<file path="src/design/unused_placeholder_note.sv">
`timescale 1ns/1ps
`default_nettype none
`default_nettype wire

</file>
<file path="src/design/vsp_pkg.sv">
package vsp_pkg;

  // ****************************************
  // Register map (index; byte address is index * 4)
  // ****************************************
  localparam int          ADDR_W         = 12;
  localparam int          IDX_W          = 8;
  localparam logic [7:0]  IDX_SOG_CTRL   = 8'h0f;
  localparam logic [7:0]  IDX_SYNC_CTRL  = 8'h10;
  localparam logic [7:0]  IDX_PIPE_CTRL  = 8'h11;
  localparam logic [7:0]  IDX_HS_POS     = 8'h12;
  localparam logic [7:0]  IDX_HS_WIDTH   = 8'h13;
  localparam logic [7:0]  IDX_STATUS     = 8'h14;

  // ****************************************
  // Field positions
  // ****************************************
  localparam int          SOG_THR_MSB    = 7;
  localparam int          SOG_THR_LSB    = 3;
  localparam int          OVR_BIT        = 2;
  localparam int          SEL_BIT        = 1;
  localparam int          HS_POL_BIT     = 6;
  localparam int          VS_POL_BIT     = 2;
  localparam int          PHASE_LSB      = 0;
  localparam int          PHASE_W        = 2;
  localparam int          SOG_SRC_BIT    = 4;
  localparam int          VS_SRC_BIT     = 5;

  // ****************************************
  // Reset values
  // ****************************************
  localparam logic [7:0]  SOG_CTRL_RST   = 8'h80;
  localparam logic [7:0]  SYNC_CTRL_RST  = 8'h00;
  localparam logic [7:0]  PIPE_CTRL_RST  = 8'h00;
  localparam logic [7:0]  HS_POS_RST     = 8'h00;
  localparam logic [7:0]  HS_WIDTH_RST   = 8'h10;

  // ****************************************
  // Timing
  // ****************************************
  localparam int          CLK_PERIOD_NS  = 25;
  localparam int          VSEP_MIN_NS    = 4000;
  localparam int          VSEP_CYC       = (VSEP_MIN_NS + CLK_PERIOD_NS - 1) / CLK_PERIOD_NS;
  localparam int          PHASE_DEPTH    = 4;
  localparam int          HCNT_W         = 9;

  // ****************************************
  // Types
  // ****************************************
  typedef struct packed {
    logic [7:0] r;
    logic [7:0] g;
    logic [7:0] b;
  } vsp_rgb_s;

  typedef struct packed {
    vsp_rgb_s rgb;
    logic     hs;
    logic     vs;
  } vsp_pixel_s;

  typedef struct packed {
    vsp_rgb_s rgb;
    logic     hs;
    logic     ck;
  } vsp_tap_s;

  typedef enum logic [1:0] {
    INTF_NONE    = 2'b00,
    INTF_ANALOG  = 2'b01,
    INTF_DIGITAL = 2'b11
  } vsp_intf_e;

endpackage

</file>
<file path="src/design/vsp_output_stage.sv">
// Notes on behaviour
// - Recovered hsync output is rebuilt from input hsync, aligned with pixel clock.
// - Hsync position and width registers accept writes only in analog mode.
// - In digital mode hsync passes with transmitter placement and width untouched.
// - A control bit sets recovered hsync output polarity.
// - Vertical sync comes from composite separator or direct vsync passthrough.
// - Bit 2 of register 0x10 inverts vertical sync output.
// - Bit 6 of register 0x10 sets input hsync sense.
// - Polarity 0 makes falling edge leading; polarity 1 makes rising edge leading.
// - Leading edge feeds pixel loop reference; trailing edge times the clamp.
// - Register 0x0F bits 7 to 3 set green slicer threshold.
// - Slicer result appears on green sync output without inversion.
// - Software picks slicer result or delayed raw hsync for green sync output.
// - Composite sync reaches green sync output with no further processing.
// - Shared 8-bit colour outputs, bit 7 MSB, follow the active interface.
// - One shared pixel data clock output follows the active interface.
// - Analog mode clock output derives from the pixel sampling clock.
// - Latency from sampling instant to outputs grows by one system clock per phase step (phase 0 to 3).
// - Phase change moves data, clock and hsync together.
// - Override bit forces interface chosen by select bit: 0 analog, 1 digital.
`timescale 1ns/1ps
`default_nettype none

module vsp_output_stage
  import vsp_pkg::*;
(
  // Clock and reset
  input  wire logic              clk_sys_i,
  input  wire logic              resetn_i,
  // APB slave
  input  wire logic              psel_i,
  input  wire logic              penable_i,
  input  wire logic              pwrite_i,
  input  wire logic [ADDR_W-1:0] paddr_i,
  input  wire logic [31:0]       pwdata_i,
  output logic      [31:0]       prdata_o,
  output logic                   pready_o,
  output logic                   pslverr_o,
  // Analog side
  input  wire logic              analog_clk_i,
  input  wire vsp_pixel_s        analog_pixel_i,
  input  wire logic [7:0]        green_embedded_sync_in_i,
  input  wire logic              analog_detect_i,
  // Digital side
  input  wire logic              digital_clk_i,
  input  wire vsp_pixel_s        digital_pixel_i,
  input  wire logic              digital_detect_i,
  // Outputs to display controller
  output vsp_rgb_s               rgb_o,
  output logic                   pixel_data_clock_out_o,
  output logic                   recovered_hsync_out_o,
  output logic                   vertical_sync_out_o,
  output logic                   green_sync_slicer_out_o,
  output logic                   pll_ref_o,
  output logic                   clamp_o,
  output logic [1:0]             active_intf_o
);

  // ****************************************
  // Input synchronisers
  // ****************************************
  localparam int PIX_W = $bits(vsp_pixel_s);
  localparam int SYN_W = 4 + 2 * PIX_W + 8;

  logic [SYN_W-1:0] async_in;
  logic [SYN_W-1:0] meta_q;
  logic [SYN_W-1:0] sync_q;

  assign async_in = {analog_clk_i, digital_clk_i, analog_detect_i, digital_detect_i,
                     analog_pixel_i, digital_pixel_i, green_embedded_sync_in_i};

  genvar gi;
  generate
    for (gi = 0; gi < SYN_W; gi++) begin : g_sync
      always_ff @(posedge clk_sys_i or negedge resetn_i) begin
        if (!resetn_i) begin
          meta_q[gi] <= 1'b0;
          sync_q[gi] <= 1'b0;
        end else begin
          meta_q[gi] <= async_in[gi];
          sync_q[gi] <= meta_q[gi];
        end
      end
    end
  endgenerate

  logic       a_clk;
  logic       d_clk;
  logic       a_det;
  logic       d_det;
  vsp_pixel_s a_pix;
  vsp_pixel_s d_pix;
  logic [7:0] sog_lvl;

  assign {a_clk, d_clk, a_det, d_det, a_pix, d_pix, sog_lvl} = sync_q;

  // ****************************************
  // Registers
  // ****************************************
  logic [7:0] sog_ctrl_q;
  logic [7:0] sync_ctrl_q;
  logic [7:0] pipe_ctrl_q;
  logic [7:0] hs_pos_q;
  logic [7:0] hs_width_q;
  vsp_intf_e  intf_q;
  vsp_intf_e  intf_d;
  logic       sep_vs;

  logic [IDX_W-1:0] idx;
  logic             mapped;
  logic             acc;
  logic             wr;

  assign idx    = paddr_i[IDX_W+1:2];
  assign acc    = psel_i & penable_i;
  assign wr     = acc & pwrite_i & mapped;

  always_comb begin
    mapped = 1'b0;
    if (paddr_i[1:0] != 2'b00 || paddr_i[ADDR_W-1:IDX_W+2] != '0) begin
      mapped = 1'b0;
    end else if (idx == IDX_SOG_CTRL) begin
      mapped = 1'b1;
    end else if (idx == IDX_SYNC_CTRL) begin
      mapped = 1'b1;
    end else if (idx == IDX_PIPE_CTRL) begin
      mapped = 1'b1;
    end else if (idx == IDX_HS_POS) begin
      mapped = 1'b1;
    end else if (idx == IDX_HS_WIDTH) begin
      mapped = 1'b1;
    end else if (idx == IDX_STATUS) begin
      mapped = 1'b1;
    end
  end

  always_ff @(posedge clk_sys_i or negedge resetn_i) begin
    if (!resetn_i) begin
      sog_ctrl_q  <= SOG_CTRL_RST;
      sync_ctrl_q <= SYNC_CTRL_RST;
      pipe_ctrl_q <= PIPE_CTRL_RST;
      hs_pos_q    <= HS_POS_RST;
      hs_width_q  <= HS_WIDTH_RST;
    end else if (wr) begin
      if (idx == IDX_SOG_CTRL) begin
        sog_ctrl_q <= pwdata_i[7:0];
      end else if (idx == IDX_SYNC_CTRL) begin
        sync_ctrl_q <= pwdata_i[7:0];
      end else if (idx == IDX_PIPE_CTRL) begin
        pipe_ctrl_q <= pwdata_i[7:0];
      end else if (idx == IDX_HS_POS && intf_q == INTF_ANALOG) begin
        hs_pos_q <= pwdata_i[7:0];
      end else if (idx == IDX_HS_WIDTH && intf_q == INTF_ANALOG) begin
        hs_width_q <= pwdata_i[7:0];
      end
    end
  end

  always_comb begin
    prdata_o = 32'h0000_0000;
    if (acc && !pwrite_i && mapped) begin
      if (idx == IDX_SOG_CTRL) begin
        prdata_o[7:0] = sog_ctrl_q;
      end else if (idx == IDX_SYNC_CTRL) begin
        prdata_o[7:0] = sync_ctrl_q;
      end else if (idx == IDX_PIPE_CTRL) begin
        prdata_o[7:0] = pipe_ctrl_q;
      end else if (idx == IDX_HS_POS) begin
        prdata_o[7:0] = hs_pos_q;
      end else if (idx == IDX_HS_WIDTH) begin
        prdata_o[7:0] = hs_width_q;
      end else begin
        prdata_o[4:0] = {sep_vs, d_det, a_det, intf_q};
      end
    end
  end

  assign pready_o  = 1'b1;
  assign pslverr_o = acc & ~mapped;

  // ****************************************
  // Active interface
  // ****************************************
  logic ovr;
  logic sel;

  assign ovr = sog_ctrl_q[OVR_BIT];
  assign sel = sog_ctrl_q[SEL_BIT];

  always_comb begin
    intf_d = INTF_NONE;
    if (ovr) begin
      intf_d = sel ? INTF_DIGITAL : INTF_ANALOG;
    end else if (a_det && d_det) begin
      intf_d = sel ? INTF_DIGITAL : INTF_ANALOG;
    end else if (a_det) begin
      intf_d = INTF_ANALOG;
    end else if (d_det) begin
      intf_d = INTF_DIGITAL;
    end
  end

  always_ff @(posedge clk_sys_i or negedge resetn_i) begin
    if (!resetn_i) begin
      intf_q <= INTF_NONE;
    end else begin
      intf_q <= intf_d;
    end
  end

  logic is_analog;
  logic is_digital;

  assign is_analog  = (intf_q == INTF_ANALOG);
  assign is_digital = (intf_q == INTF_DIGITAL);

  // ****************************************
  // Hsync edges
  // ****************************************
  logic hs_act;
  logic hs_act_q;
  logic lead;
  logic trail;

  assign hs_act = sync_ctrl_q[HS_POL_BIT] ? a_pix.hs : ~a_pix.hs;
  assign lead   = hs_act & ~hs_act_q;
  assign trail  = ~hs_act & hs_act_q;

  always_ff @(posedge clk_sys_i or negedge resetn_i) begin
    if (!resetn_i) begin
      hs_act_q  <= 1'b0;
      pll_ref_o <= 1'b0;
      clamp_o   <= 1'b0;
    end else begin
      hs_act_q  <= hs_act;
      pll_ref_o <= lead & is_analog;
      clamp_o   <= trail & is_analog;
    end
  end

  // ****************************************
  // Pixel clock select and sampling
  // ****************************************
  logic       src_clk;
  logic       src_clk_q;
  logic       pix_edge;
  vsp_pixel_s src_pix;

  assign src_clk  = is_digital ? d_clk : (is_analog & a_clk);
  assign src_pix  = is_digital ? d_pix : a_pix;
  assign pix_edge = src_clk & ~src_clk_q;

  always_ff @(posedge clk_sys_i or negedge resetn_i) begin
    if (!resetn_i) begin
      src_clk_q <= 1'b0;
    end else begin
      src_clk_q <= src_clk;
    end
  end

  // Hsync rebuild counter, in pixel clocks from leading edge
  logic [HCNT_W-1:0] hcnt_q;
  logic [HCNT_W-1:0] hs_end;
  logic              hs_gen;

  assign hs_end = HCNT_W'(hs_pos_q) + HCNT_W'(hs_width_q);

  always_ff @(posedge clk_sys_i or negedge resetn_i) begin
    if (!resetn_i) begin
      hcnt_q <= '1;
    end else if (lead) begin
      hcnt_q <= '0;
    end else if (pix_edge && hcnt_q != '1) begin
      hcnt_q <= hcnt_q + HCNT_W'(1);
    end
  end

  always_comb begin
    hs_gen = 1'b0;
    if (is_digital) begin
      hs_gen = d_pix.hs;
    end else if (is_analog) begin
      hs_gen = (hcnt_q >= HCNT_W'(hs_pos_q)) && (hcnt_q < hs_end);
    end
  end

  vsp_rgb_s cap_rgb_q;
  logic     cap_hs_q;

  always_ff @(posedge clk_sys_i or negedge resetn_i) begin
    if (!resetn_i) begin
      cap_rgb_q <= '0;
      cap_hs_q  <= 1'b0;
    end else if (pix_edge) begin
      cap_rgb_q <= src_pix.rgb;
      cap_hs_q  <= hs_gen;
    end
  end

  // ****************************************
  // Phase delay line
  // ****************************************
  vsp_tap_s tap_q [PHASE_DEPTH];

  generate
    for (gi = 0; gi < PHASE_DEPTH; gi++) begin : g_tap
      always_ff @(posedge clk_sys_i or negedge resetn_i) begin
        if (!resetn_i) begin
          tap_q[gi] <= '0;
        end else if (gi == 0) begin
          tap_q[gi] <= '{rgb: cap_rgb_q, hs: cap_hs_q, ck: src_clk_q};
        end else begin
          tap_q[gi] <= tap_q[(gi == 0) ? 0 : gi - 1];
        end
      end
    end
  endgenerate

  logic [PHASE_W-1:0] phase;
  vsp_tap_s           tap_sel;

  assign phase   = pipe_ctrl_q[PHASE_LSB +: PHASE_W];
  assign tap_sel = tap_q[phase];

  // ****************************************
  // Green slicer and vertical sync
  // ****************************************
  logic                   slicer;
  logic                   sog_sig;
  logic [7:0]             vsep_q;
  logic [PHASE_DEPTH-1:0] raw_hs_q;

  // Delayed raw hsync input, no polarity or rebuild
  always_ff @(posedge clk_sys_i or negedge resetn_i) begin
    if (!resetn_i) begin
      raw_hs_q <= '0;
    end else begin
      raw_hs_q <= {raw_hs_q[PHASE_DEPTH-2:0], a_pix.hs};
    end
  end

  assign slicer  = sog_lvl[7:3] >= sog_ctrl_q[SOG_THR_MSB:SOG_THR_LSB];
  assign sog_sig = pipe_ctrl_q[SOG_SRC_BIT] ? raw_hs_q[PHASE_DEPTH-1] : slicer;
  assign sep_vs  = (vsep_q >= 8'(VSEP_CYC));

  always_ff @(posedge clk_sys_i or negedge resetn_i) begin
    if (!resetn_i) begin
      vsep_q <= 8'h00;
    end else if (sog_sig) begin
      vsep_q <= 8'h00;
    end else if (!sep_vs) begin
      vsep_q <= vsep_q + 8'h01;
    end
  end

  logic vs_src;

  assign vs_src = pipe_ctrl_q[VS_SRC_BIT] ? sep_vs : src_pix.vs;

  // ****************************************
  // Output registers
  // ****************************************
  logic on;

  assign on = is_analog | is_digital;

  always_ff @(posedge clk_sys_i or negedge resetn_i) begin
    if (!resetn_i) begin
      rgb_o                   <= '0;
      pixel_data_clock_out_o  <= 1'b0;
      recovered_hsync_out_o   <= 1'b0;
      vertical_sync_out_o     <= 1'b0;
      green_sync_slicer_out_o <= 1'b0;
      active_intf_o           <= INTF_NONE;
    end else begin
      rgb_o                   <= on ? tap_sel.rgb : '0;
      pixel_data_clock_out_o  <= on & tap_sel.ck;
      recovered_hsync_out_o   <= (on & tap_sel.hs) ^ sync_ctrl_q[HS_POL_BIT - 1];
      vertical_sync_out_o     <= (on & vs_src) ^ sync_ctrl_q[VS_POL_BIT];
      green_sync_slicer_out_o <= sog_sig;
      active_intf_o           <= intf_q;
    end
  end

endmodule

`default_nettype wire

</file>
<file path="config.mk">
export PLATFORM = sky130hd
export DESIGN_NAME = vsp_output_stage
export DESIGN_NICKNAME = d
export VERILOG_FILES = /design/src/design/unused_placeholder_note.sv /design/src/design/vsp_pkg.sv /design/src/design/vsp_output_stage.sv
export SDC_FILE = /design/constraint.sdc
export NUM_CORES = 1
export LEC_CHECK = 0
export BUFFER_PORTS_ARGS = -buffer_cell sky130_fd_sc_hd__buf_2
export CAP_MARGIN = 15
export CELL_PAD_IN_SITES_DETAIL_PLACEMENT = 0
export CELL_PAD_IN_SITES_GLOBAL_PLACEMENT = 1
export CORE_MARGIN = 3
export CORE_UTILIZATION = 45
export DETAILED_ROUTE_END_ITERATION = 12
export PLACE_DENSITY = 0.88
export RECOVER_POWER = 100
export SLEW_MARGIN = 40
export SYNTH_ARGS = -nofsm -noshare
export SYNTH_HDL_FRONTEND = slang
export SYNTH_SLANG_ARGS = --single-unit
</file>
<file path="constraint.sdc">
create_clock -name clk_sys_i -period 4.5 [get_ports clk_sys_i]
set_input_delay 1.35 -clock clk_sys_i [delete_from_list [all_inputs] [get_ports clk_sys_i]]
set_output_delay 1.35 -clock clk_sys_i [all_outputs]
set_load 0.005 [all_outputs]
</file>
Word-level counts from Yosys, hierarchy flattened
Cells that the tools add are included.
{"block": "totals", "register_bits": 348, "latchBits": 0, "ramBits": 0, "mem_bits_ro": 0, "inputBits": 113, "out_inout_bits": 66, "word_cells": 262, "n_memories": 0}
{"block": "op_classes", "n_addsub": 3, "multipliers": 0, "n_div": 0, "magnitude_cmp": 5, "eq_ne": 10, "n_shift": 0, "muxes": 34, "n_bitwise": 26, "n_reduce_logical": 17}
{"op": "two-way mux 26 bit", "n": 3}
{"op": "two-way mux 8 bit", "n": 7}
{"op": "binary-select mux 26 bit (select 2 bit)", "n": 1}
{"op": "equality test 8 x 5 -> 1 bit (second input constant)", "n": 5}
{"op": "two-way mux 24 bit", "n": 1}
{"op": "two-way mux 9 bit", "n": 2}
{"op": "AND 1 bit", "n": 13}
{"op": "two-way mux 1 bit", "n": 13}
{"op": "two-way mux 2 bit", "n": 5}
{"op": "adder 8 x 8 -> 9 bit", "n": 1}
{"op": "adder 9 x 1 -> 9 bit (second input constant)", "n": 1}
{"op": "greater-or-equal comparator 9 x 8 -> 1 bit", "n": 1}
{"op": "less-than comparator 9 bit", "n": 1}
{"op": "!= test 9 bit (second input constant)", "n": 1}
{"op": "inverter 1 bit", "n": 9}
{"op": "adder 8 x 1 -> 8 bit (second input constant)", "n": 1}
{"op": "equality test 8 x 4 -> 1 bit (second input constant)", "n": 1}
{"op": "greater-or-equal comparator 8 bit (second input constant)", "n": 1}
{"op": "logical AND 1 bit", "n": 7}
{"op": "AND reduction 6 bit", "n": 1}
{"op": "nonzero test 2 bit", "n": 3}
{"op": "greater-or-equal comparator 5 bit", "n": 1}
{"op": "two-way mux 5 bit", "n": 1}
{"op": "AND reduction 5 bit", "n": 1}
{"op": "other kinds (13)", "n": 14}

Longest topological paths before layout
Gate-level depths: netlist (run 1).
{"block": "depth", "word_depth": 10, "ltp_mapped": 13, "ltp_nobuf": 13}

Worst setup path before layout (run 1)
OpenSTA, ideal clock, no wires.
{"block": "synth_path", "kind": "input to output", "from": "in paddr_i[2]", "to": "out prdata_o[2]", "arrival_ns": 2.874, "required_ns": 3.150, "slack_ns": 0.276, "stages": 7, "path_buffers": 2, "cell_sequence": "buf_2 > nand2_1 > nor3_2 > o211ai_1 > or3_1 > clkbuf_1 > a2111oi_0"}
{"block": "synth_between", "elab_chain_len": 10, "elab_cells_between_ends": 20, "cone_classes": "6 x eq/ne; 13 x mux; 1 x reduce/logical"}
{"item": "start, declared", "line_no": "vsp_output_stage.sv:34", "source": "input wire logic [ADDR_W-1:0] paddr_i,"}
{"item": "equality test 8 x 5 -> 1 bit", "line_no": "vsp_output_stage.sv:132", "source": "end else if (idx == IDX_STATUS) begin"}
{"item": "two-way mux 1 bit", "line_no": "vsp_output_stage.sv:132"}
{"item": "two-way mux 1 bit", "line_no": "vsp_output_stage.sv:130", "source": "end else if (idx == IDX_HS_WIDTH) begin"}
{"item": "two-way mux 1 bit", "line_no": "vsp_output_stage.sv:128", "source": "end else if (idx == IDX_HS_POS) begin"}
{"item": "two-way mux 1 bit", "line_no": "vsp_output_stage.sv:126", "source": "end else if (idx == IDX_PIPE_CTRL) begin"}
{"item": "two-way mux 1 bit", "line_no": "vsp_output_stage.sv:124", "source": "end else if (idx == IDX_SYNC_CTRL) begin"}
{"item": "two-way mux 1 bit", "line_no": "vsp_output_stage.sv:122", "source": "end else if (idx == IDX_SOG_CTRL) begin"}
{"item": "two-way mux 1 bit", "line_no": "vsp_output_stage.sv:120", "source": "if (paddr_i[1:0] != 2'b00 || paddr_i[ADDR_W-1:IDX_W+2] != '0) begin"}
{"item": "logical AND 1 bit", "line_no": "vsp_output_stage.sv:161", "source": "if (acc && !pwrite_i && mapped) begin"}
{"item": "two-way mux 8 bit (*)", "line_no": "vsp_output_stage.sv:161"}
{"item": "end, declared", "line_no": "vsp_output_stage.sv:36", "source": "output logic [31:0] prdata_o,"}
Every way passes the cells marked *; elsewhere a longest branch is shown, timed or not.

Worst setup path after layout (run 1)
{"block": "layout_path", "from": "in paddr_i[1]", "to": "out prdata_o[4]"}
{"block": "layout_between", "elab_chain_len": 5}
{"item": "nonzero test 2 bit", "line_no": "vsp_output_stage.sv:120"}
{"item": "logical OR 1 bit", "line_no": "vsp_output_stage.sv:120"}
{"item": "two-way mux 1 bit", "line_no": "vsp_output_stage.sv:120"}
{"item": "logical AND 1 bit", "line_no": "vsp_output_stage.sv:161"}
{"item": "two-way mux 8 bit", "line_no": "vsp_output_stage.sv:161"}
Every way passes these cells.

==> impl_results.md, run 1 <==
* Worst setup path class: in -> out
* Layout Area Growth over Synthesis at 17.0%
* Pwr per Cell Area at 477 nW/um2
* Flop pwr share at 52.6%
* Core Rows at 60
* Chip Height at 173 um
* Max-cap viol count at 3
* Hold WC Path Type: reg -> reg
* Top cells by area, synth: dfrtp_1 67%, mux4_2 5.8%, mux2_2 3.7%, ha_1 3.3%, mux2i_1 2.5%
* Routed wire per std cell at 16.7 um
* Clk_skew at 0.0141 ns
* Int Pwr at 5.36 mW
* Crit. End Element: primary output
* Post-DP HPWL at 14.6 mm
* Switching Fraction at 23.2%
* # Post-CTS Setup Buffers at 0
* Synth async-reset ratio at 100%
* Vias per cell at 4.91
* Seq/Total Area, Yosys at 69.8%
* Complex-gate fraction of the synthesized area at 3.91%
* Global-route wire length before repair at 38.0 mm
* Worst-path clk slew at 0.06 ns
* Xor/xnor share of the synthesized area at 1.47%
* Mux contribution to synthesized area at 11.9%
* Worst-skew pair later-pin latency at 0.53 ns
* ANT nets after route at 0
* CP max FO at 5
* Status: finished, violations left
* Die area at 29800 um2
* Synth Area in Simple Gates at 6.53%
* Gate power share at 6.6%
* Post-CTS sizing at 0
* Yosys Warn Count at 0
* Final setup vio count at 0
* Rel. slew slack at -45.7%
* Post-synth top area cell: dfrtp_1
* Setup TNS at 0 ns
* Layout cells sized above 1 at 26.1%
* Layout Nets at 1112
* CTS tree: done
* Detailed-router iteration count before antenna repair at 4
* Min cycle time layout at 4.32 ns
* Antenna violations before repair at 0
* Top cell type's share of synthesized area at 67.4%
* Initial Utilization at 46.1%
* Fin crit share at 96.0%
* Die Span X at 173 um
* Synth Area per Inst at 15.5 um2
* Least-Margin Pin Slew at 2.19 ns
* Violated checks: capacitance limit, slew limit
* Max clock buf depth at 3
* Post-synth EDFFs at 0
* # diodes at 0
* CP required at 3.15 ns
* Share of power burned in the clock network at 40.8%
* Vias in the first global route at 7188
* Fmax achieved at 0.232 GHz
* Top cells by count, synth: 337 x dfrtp_1, 55 x nor2_1, 41 x mux2_2
* Hold Fails Final Rpt at 0
* Leakage at 6.66 nW
* Synth Register Bits at 348
* CTS H-tree lvls at 2
* Synth unique cells at 59
* Fillcell total at 2215
* Clk sinks at 348
* Switch Pwr at 1.62 mW
* Gp weighted congestion at 0.791
* IO Port Bufs at 126
* GR Util All Layers at 15.8%
* Largest family of logic cells by synthesized area: multiplexers
* WHS at 0.344 ns
* # hold bufs at CTS at 0
* Count of pins over their slew limit at 127
* Mapped Cells at 809
* Largest net degree at the start of global routing at 110
* Setup crit start kind: input port
* DR iter-0 viols at 372
* Clock Tree Root: clkbuf_16
* Top-count cell post-synth: dfrtp_1
* R2R setup slack at 0.75 ns
* Post-Synthesis Cell Area at 12500 um2
* DRC errors left at 0
* RSZ-0062 raised after global routing: false
* Io pins at 179
* DP Area at 13600 um2
* Gr ovfl total at 0
* Vias at 6696
* Total CTS buffers at 36
* WL final at 22.8 mm
* Peak supply drop at 0.324 mV
* Post-route cell area at 14600 um2
* Commonest register cell after synthesis: dfrtp_1
* WP data arrival at 2.97 ns
* Adder-Cell Fraction of Synth Area at 3.46%
* Total core area at 27100 um2
[placed cells by master, fill, tap and decap left out, types with 31 or more instances in the layout]
cell type  netlist  routed
a21oi_1         36      36
buf_2            5     106
clkbuf_1        15      35
clkbuf_16        0      36
dfrtp_1        337     336
ha_1            33      33
mux2_2          41      38
mux2i_1         31      31
mux4_2          32      32
nor2_1          55      56
[critical path, stage by stage]
cell	delay, ns
buf_2	0.10
nor4_1	0.35
o211ai_1	0.15
or3_1	0.44
buf_4	0.19
a211oi_1	0.25
clkbuf_1	0.15
[path summary, 6_finish.rpt]
| kind | from | cells past startpoint | end |
|---|---|---|---|
| max reg2reg | intf_q[0]$_DFF_PN0_ | 6 | cap_rgb_q[7]$_DFFE_PN0P_ |
| min reg2reg | meta_q[52]$_DFF_PN0_ | 0 | a_pix[18]$_DFF_PN0_ |
| max | paddr_i[1] | 7 | prdata_o[4] |
| max in group asynchronous | resetn_i | 2 | d_pix[9]$_DFF_PN0_ |
| min in group asynchronous | resetn_i | 1 | rgb_o[17]$_DFF_PN0_ |
| min | meta_q[52]$_DFF_PN0_ | 0 | a_pix[18]$_DFF_PN0_ |
[logic make-up (layout without fill, tap and decap cells)]
kind of cell	count (synthesis)	in the layout
mux	104	104
simple gates	152	152
compound gates	79	79
buf+inv	69	228
fa+ha+maj	34	34
flops	348	348
other cells	2	25
xor+xnor	21	21
[per-layer routing]
layer  up-vias  global-route usage, %  share of wire (%)
met1      3375                   21.7                 45
met2       184                   25.6                 47
li1       3090                      -                  -
met5         -                      0                  0
met3        47                   3.25                5.2
met4         0                   4.90                2.6
[sequential cells by signal (all words and copies together) (netlist names), 2 cells and up]
signal	count
hs_width_q	8
active_intf_o	2
a_pix	26
intf_q	2
sog_lvl	5
d_pix	26
hs_pos_q	8
hcnt_q	9
pipe_ctrl_q	8
sync_ctrl_q	8
raw_hs_q	4
vsep_q	8
cap_rgb_q	24
meta_q	61
tap_q	104
rgb_o	24
sog_ctrl_q	8
[layout make-up]
class	count	area, um2	share of cell area, %
flip-flops and latches	348	8720	59.6
multi-input cells	415	3480	23.8
clock buffers	54	1060	7.23
repair buffers	144	731	4.99
well taps	372	465	3.18
clock inverters	10	93.8	0.641
inverters	20	75.1	0.513
[power by group through the flow]
stage / Clock, mW / Combinational [mW] / Sequential, mW
global route: 3.07 / 0.522 / 3.72
detailed placement: 0 / 0.482 / 3.72
finish: 2.85 / 0.460 / 3.68
global placement: 0 / 0.469 / 3.70
floorplan: 0 / 0.267 / 3.66
CTS: 2.93 / 0.487 / 3.68
[metrics by stage]
stage	setup WS (ns)	power [mW]	util, %	std cells
detailed placement	0.180	4.21	50.1	1298
global route	0.0572	7.31	54.0	1363
global placement	0.173	4.17	50.1	1298
floorplan	0.276	3.93	-	832
finish	0.182	6.98	54.0	1363
CTS	0.193	7.09	54.4	1362
(Power assumes the default switching activity.)
==> run 2, diff against run 1 <==
--- a/config.mk
+++ b/config.mk
@@ -5,6 +5,7 @@
 export SDC_FILE = /design/constraint.sdc
 export NUM_CORES = 1
 export LEC_CHECK = 0
+export ABC_AREA = 1
 export BUFFER_PORTS_ARGS = -buffer_cell sky130_fd_sc_hd__buf_2
 export CAP_MARGIN = 15
 export CELL_PAD_IN_SITES_DETAIL_PLACEMENT = 0
@@ -12,7 +13,7 @@
 export CORE_MARGIN = 3
 export CORE_UTILIZATION = 45
 export DETAILED_ROUTE_END_ITERATION = 12
-export PLACE_DENSITY = 0.88
+export PLACE_DENSITY = 0.91
 export RECOVER_POWER = 100
 export SLEW_MARGIN = 40
 export SYNTH_ARGS = -nofsm -noshare
==> run 2 against run 1 <==
  * The run still ends with capacitance limit, slew limit left
  * Via count grew 26%
  * Non-clock buffer count shrank 4
  * Sequential share of layout area shrank 1.9 points
  * Count of clock-buffer cells in the layout shrank 1
  * Critical path type unchanged
  * Largest cell class unchanged
  * Largest power group unchanged
  * Highest routed layer unchanged
==> impl_results.md, run 2 <==
* Mux contribution to synthesized area at 0% (-12 points)
* Leakage at 7.08 nW (+6.3%)
* Adder-Cell Fraction of Synth Area at 3.33% (-0.13 points)
* Top Registers: tap_q: 104 flops, meta_q: 61 flops
* Clk_skew at 0.0126 ns (-0.00149 ns)
* Pwr per Cell Area at 477 nW/um2 (about the same)
* Layout Area Growth over Synthesis at 16.1%
* Top cells by count, synth: 337 x dfrtp_1, 179 x nand2_1, 168 x nor2_1
* Final setup vio count at 0 (unchanged)
* Setup crit start kind: input port
* Crit. End Element: primary output
* CP max FO at 12 (+7)
* Max-cap viol count at 2 (-1)
* Gp weighted congestion at 0.888 (+12%)
* Setup TNS at 0 ns (unchanged)
* Worst-path clk slew at 0.06 ns (about the same)
* Gate power share at 6.7% (about the same)
* Complex-gate fraction of the synthesized area at 8.67% (+4.8 points)
* CP peak stage delay at 0.29 ns (-0.15 ns)
* Seq/Total Area, Yosys at 67.1% (-2.7 points)
* Post-CTS sizing at 0 (unchanged)
* Fillcell total at 2380 (+7.4%)
* Status: finished, violations left
* R2R setup slack at 1.03 ns (+0.28 ns)
* ANT nets after route at 0 (unchanged)
* Hold Fails Final Rpt at 0 (unchanged)
* IO Port Bufs at 126 (unchanged)
* Worst setup startpoint: paddr_i[7]
* Post-synth top area cell: dfrtp_1
* Detailed-router iteration count before antenna repair at 5 (+1)
* Synth Area per Inst at 11.0 um2 (-29%)
* Post-DP HPWL at 17.6 mm (+21%)
* Violated checks: capacitance limit, slew limit
* Peak supply drop at 0.373 mV (+15%)
* Layout Nets at 1473 (+32%)
* Hold Crit Start: meta_q[31]$_DFF_PN0_
* Fin crit share at 95.5% (-0.48 points)
* Mapped Cells at 1185 (+46%)
* Fmax achieved at 0.233 GHz (+0.50%)
* Antenna violations before repair at 0 (unchanged)
* Worst-skew pair later-pin latency at 0.53 ns (about the same)
* Post-synth EDFFs at 0 (unchanged)
* Top-count cell post-synth: dfrtp_1
* Die area at 31000 um2 (+3.9%)
* Post-route cell area at 15100 um2 (+3.2%)
* Chip Height at 176 um (+1.9%)
* Clk sinks at 348 (unchanged)
* Xor/xnor share of the synthesized area at 1.08% (-0.39 points)
* Least-Margin Pin Slew at 2.72 ns (+0.533 ns)
* Vias at 8413 (+26%)
* Fin worst setup slack at 0.204 ns (+0.0214 ns)
* Rel. slew slack at -81.2% (-36 points)
* Total core area at 28200 um2 (+3.9%)
* Clock Tree Root: clkbuf_16
* Largest net degree at the start of global routing at 115 (+4.5%)
* FF+latch area at 8720 um2 (unchanged)
* Gr ovfl total at 0 (unchanged)
* # Post-CTS Setup Buffers at 0 (unchanged)
* Max clock buf depth at 3 (unchanged)
* Yosys Warn Count at 0 (unchanged)
* Routed wire per std cell at 15.3 um (-8.1%)
* Worst setup path class: in -> out
* Count of pins over their slew limit at 104 (-18%)
* Critical Path Most Common Cell: nand3_1
* Max FFs per register at 104 (unchanged)
* Synth unique cells at 43 (-27%)
* Most frequent cells in the layout: 336 x dfrtp_1, 180 x nand2_1, 169 x nor2_1
* Io pins at 179 (unchanged)
* Hold WC Path Type: reg -> reg
* GR Util All Layers at 17.4% (+1.6 points)
* Most flop-heavy register: tap_q
* Switch Pwr at 1.72 mW (+6.3%)
* DRC errors left at 0 (unchanged)
* Top cell type's share of synthesized area at 64.8% (-2.6 points)
* Post-Synthesis Cell Area at 13000 um2 (+4.0%)
* Die Span X at 176 um (+1.9%)
* Int Pwr at 5.49 mW (+2.3%)
* CP required at 3.15 ns (about the same)
* Initial Utilization at 46.2% (about the same)
* Synth Area in Simple Gates at 14.7% (+8.1 points)
* Top cells by area, synth: dfrtp_1 65%, nand2_1 5.2%, nor2_1 4.8%, ha_1 3.2%, o21ai_0 2.5%
* CTS H-tree lvls at 2 (unchanged)
* Layout cells sized above 1 at 15.8% (-10 points)
* Worst r2r src: pipe_ctrl_q[0]$_DFFE_PN0P_
* CP max-delay cell: nand2_1
* Total CTS buffers at 38 (+5.6%)
* Vias in the first global route at 8265 (+15%)
* Synth Register Bits at 348 (unchanged)
* Post-Place Worst Slack at 0.226 ns (+0.0460 ns)
* CTS tree: done
* Crit-path cells: buf_2, inv_2, nand2_2, nor2_4, nand2_1, nand3_1, nor2_1, nor2_8, nand3_1, a21oi_1, clkbuf_1
* WL final at 26.6 mm (+17%)
* # diodes at 0 (unchanged)
* Commonest register cell after synthesis: dfrtp_1
* DR iter-0 viols at 623 (+67%)
* Switching Fraction at 23.9% (+0.68 points)
* Core Rows at 61 (+1.7%)
* Most common cell after layout, fill and taps aside: dfrtp_1
* # hold bufs at CTS at 0 (unchanged)
* Multi-input gate area at 3640 um2 (+4.5%)
* WP data arrival at 2.95 ns (-0.02 ns)
* Synth async-reset ratio at 100% (unchanged)
* DP Area at 14000 um2 (+2.9%)
* Share of power burned in the clock network at 42.1% (+1.3 points)
* Largest family of logic cells by synthesized area: simple AND/OR/NAND/NOR gates
* Vias per cell at 4.86 (-1.1%)
* RSZ-0062 raised after global routing: false
* Min cycle time layout at 4.30 ns (-0.0214 ns)
* Global-route wire length before repair at 43.4 mm (+14%)
* Flop pwr share at 51.2% (-1.4 points)
[run 2: power by group through the flow]
| stage | Combinational, mW | Clock [mW] | Sequential [mW] |
|---|---|---|---|
| finish | 0.485 | 3.03 | 3.69 |
| global route | 0.567 | 3.24 | 3.74 |
| CTS | 0.505 | 3.12 | 3.69 |
| detailed placement | 0.497 | 0 | 3.75 |
| global placement | 0.485 | 0 | 3.72 |
| floorplan | 0.278 | 0 | 3.68 |
[run 2: path summary, 6_finish.rpt]
kind	end	depth (start not counted)
worst max-delay path	prdata_o[5]	11
worst min-delay path	d_pix[23]$_DFF_PN0_	0
worst max register to register	recovered_hsync_out_o$_DFF_PN0_	6
worst min register to register	d_pix[23]$_DFF_PN0_	0
max in group asynchronous	tap_q[17]$_DFF_PN0_	3
min in group asynchronous	rgb_o[11]$_DFF_PN0_	1
[run 2: cell families (layout without fill, tap and decap cells)]
logic type,after synthesis,count (layout)
adders and majority gates,34,34
DFF,348,348
other,2,25
xor gates and xnor gates,16,16
buffers and inverters,142,287
and+or+nand+nor,439,439
AOI/OAI and AO/OA,204,204
[run 2: metal layers]
metal	track usage [%]	routed length, um	up-vias
li1	-	-	4096
met1	25.5	12500	4045
met2	26.7	12000	214
met3	3.20	1270	58
met4	5.48	755	0
met5	0	0	-
[run 2: layout make-up]
class	instances	area share, %
Clock buffer	53	7.33
Clock inverter	14	0.986
Inverter	80	2.00
Multi-Input combinational cell	718	24.1
Sequential cell	348	57.8
Tap cell	378	3.13
Timing Repair Buffer	140	4.71
[run 2: worst max-delay path, delay by kind of cell]
kind	cells	cell delay [ns]
AO/OA/AOI/OAI	1	0.17
buffers and inverters	3	0.32
AND/OR/NAND/NOR	7	1.10
[run 2: per-stage QoR]
| stage | hold slack [ns] | utilization [%] | power (mW) | cells |
|---|---|---|---|---|
| 5_1_grt | 0.341 | 53.6 | 7.54 | 1731 |
| 3_5_place_dp | 0.335 | 49.6 | 4.24 | 1663 |
| 2_1_floorplan | 0.331 | - | 3.96 | 1208 |
| 6_report | 0.336 | 53.6 | 7.21 | 1731 |
| 4_1_cts | 0.340 | 54.1 | 7.32 | 1730 |
| 3_3_place_gp | 0.332 | 49.6 | 4.21 | 1663 |
